`src/design/sidsa_pkg.sv`:
```
// Constants, types and address helpers for the security id store host
package sidsa_pkg;
  // Device commands
  localparam logic [7:0]  CMD_READ_ID      = 8'h90;
  localparam logic [7:0]  CMD_READ_ARRAY   = 8'hFF;
  localparam logic [7:0]  CMD_PROG_SETUP   = 8'hC0;
  localparam logic [15:0] LOCK_WORD_VALUE  = 16'hFFFD;
  localparam logic [7:0]  LOCK_BYTE_VALUE  = 8'hFD;
  // Lock word bits and device status bits
  localparam int          USER_LOCK_BIT    = 1;
  localparam int          FACTORY_LOCK_BIT = 0;
  localparam int          PROG_ERR_BIT     = 4;
  localparam int          LOCK_VIOL_BIT    = 1;
  // Store address map
  localparam logic [7:0]  WORD_BASE        = 8'h80;
  localparam logic [8:0]  BYTE_BASE        = 9'h100;
  localparam logic [4:0]  LOCK_INDEX       = 5'h00;
  // Bus timing
  localparam int          CLK_PERIOD_NS    = 50;
  localparam int          T_SETUP_NS       = 50;
  localparam int          T_STROBE_NS      = 150;
  localparam int          SETUP_CYC        = (T_SETUP_NS + CLK_PERIOD_NS - 1) / CLK_PERIOD_NS;
  localparam int          STROBE_CYC       = (T_STROBE_NS + CLK_PERIOD_NS - 1) / CLK_PERIOD_NS;
  // Software register offsets
  localparam logic [3:0]  REG_CTRL         = 4'h0;
  localparam logic [3:0]  REG_CFG          = 4'h1;
  localparam logic [3:0]  REG_INDEX        = 4'h2;
  localparam logic [3:0]  REG_WDATA        = 4'h3;
  localparam logic [3:0]  REG_RDATA        = 4'h4;
  localparam logic [3:0]  REG_STATUS       = 4'h5;
  localparam logic [3:0]  REG_INT_STAT     = 4'h6;
  localparam logic [3:0]  REG_INT_MASK     = 4'h7;
  // Reset values
  localparam logic [15:0] RST_DATA         = 16'h0000;
  localparam logic [1:0]  RST_INT          = 2'h0;

  typedef enum logic [1:0] {OP_READ, OP_PROG, OP_LOCK, OP_EXIT} sidsa_op_t;

  // Word mode ignores A0; byte mode counts bytes sequentially
  function automatic logic [8:0] sidsa_store_addr(input logic byte_mode,
                                                  input logic [4:0] idx);
    logic [7:0] w;
    w = WORD_BASE + {3'h0, idx};
    if (byte_mode) begin
      sidsa_store_addr = BYTE_BASE + {4'h0, idx};
    end else begin
      sidsa_store_addr = {w, 1'b0};
    end
  endfunction
endpackage

```
`src/design/sidsa_bus_cycle.sv`:
```
// One asynchronous parallel bus cycle to the flash device
module sidsa_bus_cycle
  import sidsa_pkg::*;
(
  input  wire logic        clk,
  input  wire logic        rst,
  input  wire logic        req,
  input  wire logic        wr,
  input  wire logic [8:0]  addr,
  input  wire logic [15:0] wdata,
  output logic             done,
  output logic [15:0]      rdata,
  output logic [8:0]       dev_addr,
  output logic             dev_ce_n,
  output logic             dev_oe_n,
  output logic             dev_we_n,
  output logic [15:0]      dev_dq_o,
  output logic             dev_dq_oe,
  input  wire logic [15:0] dev_dq_i
);
  typedef enum logic [1:0] {BC_IDLE, BC_SETUP, BC_STROBE, BC_HOLD} sidsa_bc_t;

  sidsa_bc_t   st, next_st;
  logic [3:0]  cnt, next_cnt;
  logic        is_wr, next_is_wr;
  logic [8:0]  next_dev_addr;
  logic [15:0] next_dev_dq_o, next_rdata;
  logic        next_done;

  always_comb begin
    next_st       = st;
    next_cnt      = cnt;
    next_is_wr    = is_wr;
    next_dev_addr = dev_addr;
    next_dev_dq_o = dev_dq_o;
    next_rdata    = rdata;
    next_done     = 1'b0;
    case (st)
      BC_IDLE: begin
        if (req) begin
          next_st       = BC_SETUP;
          next_is_wr    = wr;
          next_dev_addr = addr;
          next_dev_dq_o = wdata;
          next_cnt      = 4'(SETUP_CYC);
        end
      end
      BC_SETUP: begin
        next_cnt = cnt - 4'h1;
        if (cnt == 4'h1) begin
          next_st  = BC_STROBE;
          next_cnt = 4'(STROBE_CYC);
        end
      end
      BC_STROBE: begin
        next_cnt = cnt - 4'h1;
        if (cnt == 4'h1) begin
          next_st = BC_HOLD;
          if (!is_wr) begin
            next_rdata = dev_dq_i;
          end
        end
      end
      default: begin
        next_st   = BC_IDLE;
        next_done = 1'b1;
      end
    endcase
  end

  always_ff @(posedge clk) begin
    if (rst) begin
      st       <= BC_IDLE;
      cnt      <= 4'h0;
      is_wr    <= 1'b0;
      dev_addr <= 9'h000;
      dev_dq_o <= RST_DATA;
      rdata    <= RST_DATA;
      done     <= 1'b0;
    end else begin
      st       <= next_st;
      cnt      <= next_cnt;
      is_wr    <= next_is_wr;
      dev_addr <= next_dev_addr;
      dev_dq_o <= next_dev_dq_o;
      rdata    <= next_rdata;
      done     <= next_done;
    end
  end

  // Chip select spans the whole cycle; data driven from setup so it is stable at strobe rise
  assign dev_ce_n  = (st == BC_IDLE);
  assign dev_we_n  = !(st == BC_STROBE && is_wr);
  assign dev_oe_n  = !(st == BC_STROBE && !is_wr);
  assign dev_dq_oe = is_wr && (st != BC_IDLE);
endmodule

```
`src/design/sidsa_host.sv`:
```
// Host controller that reads, programs and locks the flash security id store
// Functional notes
// - Command 0x90 enters id read mode; store addresses then return contents.
// - Command 0xFF leaves id mode and returns to array read.
// - Program is setup 0xC0 then exactly one write with address and data.
// - Writing 0xFFFD to the lock word clears bit 1, locking user segment.
module sidsa_host
  import sidsa_pkg::*;
(
  input  wire logic        clk,
  input  wire logic        rst,
  input  wire logic [3:0]  reg_addr,
  input  wire logic [15:0] reg_wdata,
  input  wire logic        reg_wr,
  input  wire logic        reg_rd,
  output logic [15:0]      reg_rdata,
  output logic             irq,
  output logic [8:0]       dev_addr,
  output logic             dev_ce_n,
  output logic             dev_oe_n,
  output logic             dev_we_n,
  output logic             dev_byte_n,
  output logic [15:0]      dev_dq_o,
  output logic             dev_dq_oe,
  input  wire logic [15:0] dev_dq_i,
  input  wire logic        dev_ready
);
  typedef enum logic [2:0] {ST_IDLE, ST_CMD, ST_ACCESS, ST_WAIT_RDY, ST_STAT_RD,
                            ST_EXIT} sidsa_st_t;

  sidsa_st_t   st, next_st;
  sidsa_op_t   op, next_op;
  logic        issued, next_issued;
  logic        byte_mode, next_byte_mode;
  logic [4:0]  index, next_index;
  logic [15:0] wdata, next_wdata;
  logic [15:0] rdata, next_rdata;
  logic        program_error_flag, next_program_error_flag;
  logic        lock_violation_flag, next_lock_violation_flag;
  logic [1:0]  int_stat, next_int_stat;
  logic [1:0]  int_mask, next_int_mask;
  logic [15:0] next_reg_rdata;
  logic        bus_req, bus_wr, bus_done;
  logic [8:0]  bus_addr;
  logic [15:0] bus_wdata, bus_rdata;
  logic        ev_done, ev_err, busy;

  assign busy       = (st != ST_IDLE);
  assign dev_byte_n = !byte_mode;

  // Bus request for the current step, issued once per state
  always_comb begin
    bus_req   = busy && !issued;
    bus_wr    = 1'b1;
    bus_addr  = sidsa_store_addr(byte_mode, index);
    bus_wdata = RST_DATA;
    case (st)
      ST_CMD: begin
        bus_wdata = (op == OP_READ) ? {8'h00, CMD_READ_ID} : {8'h00, CMD_PROG_SETUP};
      end
      ST_ACCESS: begin
        bus_wr = (op != OP_READ);
        if (op == OP_LOCK) begin
          bus_addr  = sidsa_store_addr(byte_mode, LOCK_INDEX);
          bus_wdata = byte_mode ? {8'h00, LOCK_BYTE_VALUE} : LOCK_WORD_VALUE;
        end else begin
          bus_wdata = byte_mode ? {8'h00, wdata[7:0]} : wdata;
        end
      end
      ST_STAT_RD: begin
        bus_wr = 1'b0;
      end
      ST_EXIT: begin
        bus_wdata = {8'h00, CMD_READ_ARRAY};
      end
      default: begin
        bus_req = 1'b0;
      end
    endcase
  end

  // Sequencer
  always_comb begin
    next_st                  = st;
    next_op                  = op;
    next_issued              = issued;
    next_rdata               = rdata;
    next_program_error_flag  = program_error_flag;
    next_lock_violation_flag = lock_violation_flag;
    ev_done                  = 1'b0;
    ev_err                   = 1'b0;
    if (bus_req) begin
      next_issued = 1'b1;
    end
    case (st)
      ST_IDLE: begin
        // Start while busy is ignored
        if (reg_wr && reg_addr == REG_CTRL && reg_wdata[0]) begin
          next_op     = sidsa_op_t'(reg_wdata[2:1]);
          next_st     = (next_op == OP_EXIT) ? ST_EXIT : ST_CMD;
          next_issued = 1'b0;
          if (next_op != OP_READ && next_op != OP_EXIT) begin
            next_program_error_flag  = 1'b0;
            next_lock_violation_flag = 1'b0;
          end
        end
      end
      ST_CMD: begin
        if (bus_done) begin
          next_st     = ST_ACCESS;
          next_issued = 1'b0;
        end
      end
      ST_ACCESS: begin
        if (bus_done) begin
          next_st     = (op == OP_READ) ? ST_EXIT : ST_WAIT_RDY;
          next_issued = 1'b0;
          if (op == OP_READ) begin
            next_rdata = byte_mode ? {8'h00, bus_rdata[7:0]} : bus_rdata;
          end
        end
      end
      ST_WAIT_RDY: begin
        // Device busy for an unknown time; no timeout, software sees busy
        if (dev_ready) begin
          next_st = ST_STAT_RD;
        end
      end
      ST_STAT_RD: begin
        if (bus_done) begin
          next_program_error_flag  = bus_rdata[PROG_ERR_BIT];
          next_lock_violation_flag = bus_rdata[LOCK_VIOL_BIT];
          ev_err                   = bus_rdata[PROG_ERR_BIT] || bus_rdata[LOCK_VIOL_BIT];
          next_st                  = ST_EXIT;
          next_issued              = 1'b0;
        end
      end
      default: begin
        if (bus_done) begin
          next_st = ST_IDLE;
          ev_done = 1'b1;
        end
      end
    endcase
  end

  // Software registers; an event in the clearing read still lands
  always_comb begin
    next_byte_mode = byte_mode;
    next_index     = index;
    next_wdata     = wdata;
    next_int_mask  = int_mask;
    next_int_stat  = int_stat;
    next_reg_rdata = RST_DATA;
    if (reg_wr) begin
      if (reg_addr == REG_CFG && !busy) begin
        next_byte_mode = reg_wdata[0];
      end else if (reg_addr == REG_INDEX && !busy) begin
        next_index = reg_wdata[4:0];
      end else if (reg_addr == REG_WDATA && !busy) begin
        next_wdata = reg_wdata;
      end else if (reg_addr == REG_INT_MASK) begin
        next_int_mask = reg_wdata[1:0];
      end
    end
    if (reg_rd) begin
      if (reg_addr == REG_CFG) begin
        next_reg_rdata = {15'h0000, byte_mode};
      end else if (reg_addr == REG_INDEX) begin
        next_reg_rdata = {11'h000, index};
      end else if (reg_addr == REG_WDATA) begin
        next_reg_rdata = wdata;
      end else if (reg_addr == REG_RDATA) begin
        next_reg_rdata = rdata;
      end else if (reg_addr == REG_STATUS) begin
        next_reg_rdata = {13'h0000, lock_violation_flag, program_error_flag, busy};
      end else if (reg_addr == REG_INT_STAT) begin
        next_reg_rdata = {14'h0000, int_stat};
        next_int_stat  = RST_INT;
      end else if (reg_addr == REG_INT_MASK) begin
        next_reg_rdata = {14'h0000, int_mask};
      end
    end
    next_int_stat = next_int_stat | {ev_err, ev_done};
  end

  always_ff @(posedge clk) begin
    if (rst) begin
      st                  <= ST_IDLE;
      op                  <= OP_READ;
      issued              <= 1'b0;
      byte_mode           <= 1'b0;
      index               <= 5'h00;
      wdata               <= RST_DATA;
      rdata               <= RST_DATA;
      program_error_flag  <= 1'b0;
      lock_violation_flag <= 1'b0;
      int_stat            <= RST_INT;
      int_mask            <= RST_INT;
      reg_rdata           <= RST_DATA;
    end else begin
      st                  <= next_st;
      op                  <= next_op;
      issued              <= next_issued;
      byte_mode           <= next_byte_mode;
      index               <= next_index;
      wdata               <= next_wdata;
      rdata               <= next_rdata;
      program_error_flag  <= next_program_error_flag;
      lock_violation_flag <= next_lock_violation_flag;
      int_stat            <= next_int_stat;
      int_mask            <= next_int_mask;
      reg_rdata           <= next_reg_rdata;
    end
  end

  assign irq = |(int_stat & int_mask);

  sidsa_bus_cycle u_bus (
    .clk       (clk),
    .rst       (rst),
    .req       (bus_req),
    .wr        (bus_wr),
    .addr      (bus_addr),
    .wdata     (bus_wdata),
    .done      (bus_done),
    .rdata     (bus_rdata),
    .dev_addr  (dev_addr),
    .dev_ce_n  (dev_ce_n),
    .dev_oe_n  (dev_oe_n),
    .dev_we_n  (dev_we_n),
    .dev_dq_o  (dev_dq_o),
    .dev_dq_oe (dev_dq_oe),
    .dev_dq_i  (dev_dq_i)
  );
endmodule

```
`config.mk`:
```
export PLATFORM = sky130hd
export DESIGN_NAME = sidsa_host
export DESIGN_NICKNAME = d
export VERILOG_FILES = /design/src/design/sidsa_pkg.sv /design/src/design/sidsa_bus_cycle.sv /design/src/design/sidsa_host.sv
export SDC_FILE = /design/constraint.sdc
export NUM_CORES = 1
export LEC_CHECK = 0
export ABC_AREA = 1
export BUFFER_PORTS_ARGS = -buffer_cell sky130_fd_sc_hd__buf_2
export CAP_MARGIN = 20
export CORE_ASPECT_RATIO = 1.5
export CORE_MARGIN = 4
export CORE_UTILIZATION = 30
export DETAILED_ROUTE_END_ITERATION = 10
export PLACE_DENSITY_LB_ADDON = 0.2
export SYNTH_ARGS = -nofsm -noshare
export SYNTH_HDL_FRONTEND = slang
export SYNTH_SLANG_ARGS = --single-unit
```
`constraint.sdc`:
```
create_clock -name clk -period 1.3 [get_ports clk]
set_input_delay 0.26 -clock clk [delete_from_list [all_inputs] [get_ports clk]]
set_output_delay 0.26 -clock clk [all_outputs]
set_load 0.02 [all_outputs]
```
==> impl_metrics.py <==
metrics = {
    "logic_synthesis": {
        "ys_top_cells_by_count": "nand2_1 (146), nor2_1 (137), dfxtp_1 (113)",
        "synth_edf_count": 0,
        "yosysMostFrequentCell": "nand2_1",
        "synth_fa_ha_area_share_pct": 1.78,
        "synth_compound_area_share_pct": 16.0,
        "synth-simple-area-share_pct": 27.5,
        "netlist_area_um2": 4910,
        "ys_warn_count": 0,
        "async_flop_share_pct": 0,
        "ys_types": 30,
        "synth_flop_cell": "dfxtp_1",
        "synth_top_area_cell": "dfxtp_1",
        "synth_cells": 696,
        "synth-xor-area-share_pct": 0,
        "muxShareOfSynthArea_pct": 0,
        "synth_top_family_by_area": "simple AND/OR/NAND/NOR gates",
        "synth-seq-cells": 113,
        "ys_top_cells_by_area": "dfxtp_1 (46%), nand2_1 (11%), nor2_1 (10%)",
        "ys_seq_area_share_pct": 46.1,
        "synth_area_per_cell_um2": 7.05,
        "synth_top_area_share_pct": 46.1,
    },
    "global_route": {
        "grt_max_degree": 37,
        "grtUsageTotal_pct": 16.9,
        "grt-ovfl-total": 0,
        "grt_pass1_wl_um": 24500,
        "grt_pass1_vias": 5079,
        "antenna_found_initial": 0,
    },
    "worst_setup_path": {
        "arrival_ns": 1.35,
        "crit_path_max_fanout": 2,
        "crit_required_ns": 1.04,
        "critPathKind": "reg2out",
        "start_kind": "register",
        "worstSetupEndpointType": "primary output",
        "cp-startpoint": "u_bus.st[0]$_SDFFE_PP0P_",
        "r2r-start": "st[2]$_SDFFE_PP0P_",
    },
    "flow_run": {
        "cap_violations": 0,
    },
    "place": {
        "place_ws_ns": -0.262,
        "dp_hpwl_um": 11100,
        "place_inst": 1035,
        "placed_area_um2": 6120,
        "port_buffers": 85,
        "gp_congestion": 0.825,
    },
    "routing": {
        "drt_iter0_drc": 166,
        "drt-vias-per-instance": 4.64,
        "wl_um": 16100,
        "vias": 5134,
        "drc": 0,
        "drtAntennaViolNets": 0,
        "dr.pass1.iters": 4,
        "wire_per_inst_um": 14.6,
    },
    "timing": {
        "fmax_ghz": 0.622,
        "setup_violations": 91,
        "hold_viol": 0,
        "tns_ns": -10.39,
        "fin_ws_ns": -0.308,
        "drv_slew": 0,
        "finalClockSkew_ns": 0.00743,
        "period_minus_slack_ns": 1.61,
        "finalCritPeriodShare_pct": 124,
        "rsz0062_at_grt": "yes",
    },
    "die": {
        "fp-row-count": 57,
        "dieArea_um2": 18500,
        "core_um2": 16100,
        "die-width_um": 112,
        "fp.dieH_um": 165,
        "io_pins": 88,
        "initial_core_util_pct": 30.4,
    },
    "outcome": {
        "violations": "setup timing",
        "status": "complete, but fails checks",
    },
    "worst_hold_path": {
        "min_from": "dev_dq_i[6]",
        "worstHoldPathType": "in2reg",
    },
    "clock_tree": {
        "hold_buffers": 0,
        "numClockSinks": 113,
        "h-tree-depth": 4,
        "root_buffer": "clkbuf_16",
        "clk_latency_ns": 0.41,
        "cts_inserted_buffers": 17,
        "clkTransAtPathRegs_ns": 0.06,
        "clock_path_buffers": 2,
        "tritoncts": "built",
    },
    "layout": {
        "final_cell_count_no_fill": 1107,
        "area_delta_synth_final_pct": 63.9,
        "nNetsFinal": 936,
        "design_area_um2": 8040,
        "drive_above_1_share_pct": 45.4,
        "antenna_cells": 0,
    },
    "pwr": {
        "ir_drop_v": 0.00119,
        "power.density_nw_per_um2": 1980,
        "leakagePower_nw": 3.45,
    },
}
## registers in the layout, indices dropped and copies added (netlist names), 3 cells and up
register / count
index: 5
rdata: 16
reg_rdata: 16
st: 3
u_bus.cnt: 4
u_bus.dev_addr: 7
u_bus.dev_dq_o: 16
u_bus.rdata: 16
wdata: 16
## metrics by stage
step	hold slack [ns]	utilization [%]	total power [mW]
floorplan	0.395	-	6.82
global placement	0.441	37.9	8.38
detailed placement	0.449	37.9	8.37
CTS	0.0830	45.7	14.4
global route	0.0932	49.9	16.8
finish	0.0781	49.9	15.9
## worst paths after layout
kind                                                   endpoint  slack [ns]  depth (start not counted)
worst max register to register   u_bus.dev_addr[5]$_SDFFE_PP0P_       -0.22                          9
worst min-delay path                u_bus.rdata[6]$_SDFFE_PP0P_        0.08                          3
worst min register to register  program_error_flag$_SDFFE_PP0P_        0.46                          2
worst max-delay path                                   dev_oe_n       -0.31                          7
## layout make-up
class,count,area (um^2)
multi-input cells,495,2970
inverters,61,285
fillers,1598,8070
repair inverters,3,30.0
clock buffers,20,447
well taps,206,258
repair buffers,197,1630
flip-flops and latches,113,2280
clock inverters,12,134
## metal layers
metal	global-route usage (%)	part of all wire, %	up-vias
li1	-	-	2640
met1	17.7	40	2382
met2	32.7	55	88
met3	3.63	3.2	24
met4	5.96	1.8	0
met5	0	0	-
## critical path, cell delays in order, from the launching register on
cell	delay, ns
dfxtp_2	0.32
inv_2	0.07
ha_4	0.15
inv_4	0.04
nor2_4	0.11
buf_6	0.11
inv_2	0.02
buf_6	0.11
## repair_timing
item                                    in CTS  in global routing
buffers inserted                            17                 17
gates cloned                                 6                  5
hold endpoints to repair                     0                  0
gates resized for setup                    144                171
pin swaps                                   31                 52
endpoints found under the setup margin      96                101
## where the power goes
group          total [mW]  internal, mW  switching, mW  leakage, nW
combinational        7.21          3.40           3.81         2.26
sequential           4.13          3.83          0.305        0.920
clock                4.60          2.88           1.73        0.269
total                15.9          10.1           5.84         3.45
## kinds of logic after synthesis
family / after synthesis
buffers and inverters: 92
AOI/OAI and AO/OA: 153
adders and majority gates: 7
other: 1
DFF: 113
and+or+nand+nor: 330
## layout by cell type (no fill, tap or decap), drive strengths merged
| cell | netlist | layout |
|---|---|---|
| a21boi | 1 | 1 |
| a21oi | 75 | 75 |
| a22o | 1 | 1 |
| a31oi | 2 | 2 |
| buf | 19 | 197 |
| bufinv | 0 | 2 |
| clkbuf | 12 | 20 |
| clkinv | 0 | 5 |
| clkinvlp | 0 | 6 |
| conb | 1 | 2 |
| dfxtp | 113 | 113 |
| ha | 7 | 7 |
| inv | 61 | 63 |
| nand2 | 148 | 150 |
| nand3 | 31 | 32 |
| nand4 | 6 | 6 |
| nor2 | 142 | 142 |
| nor3 | 3 | 3 |
| o211ai | 2 | 2 |
| o21ai | 70 | 70 |
| o21bai | 1 | 1 |
| o22ai | 1 | 1 |
Note: power is estimated with default switching activity, not from simulation.
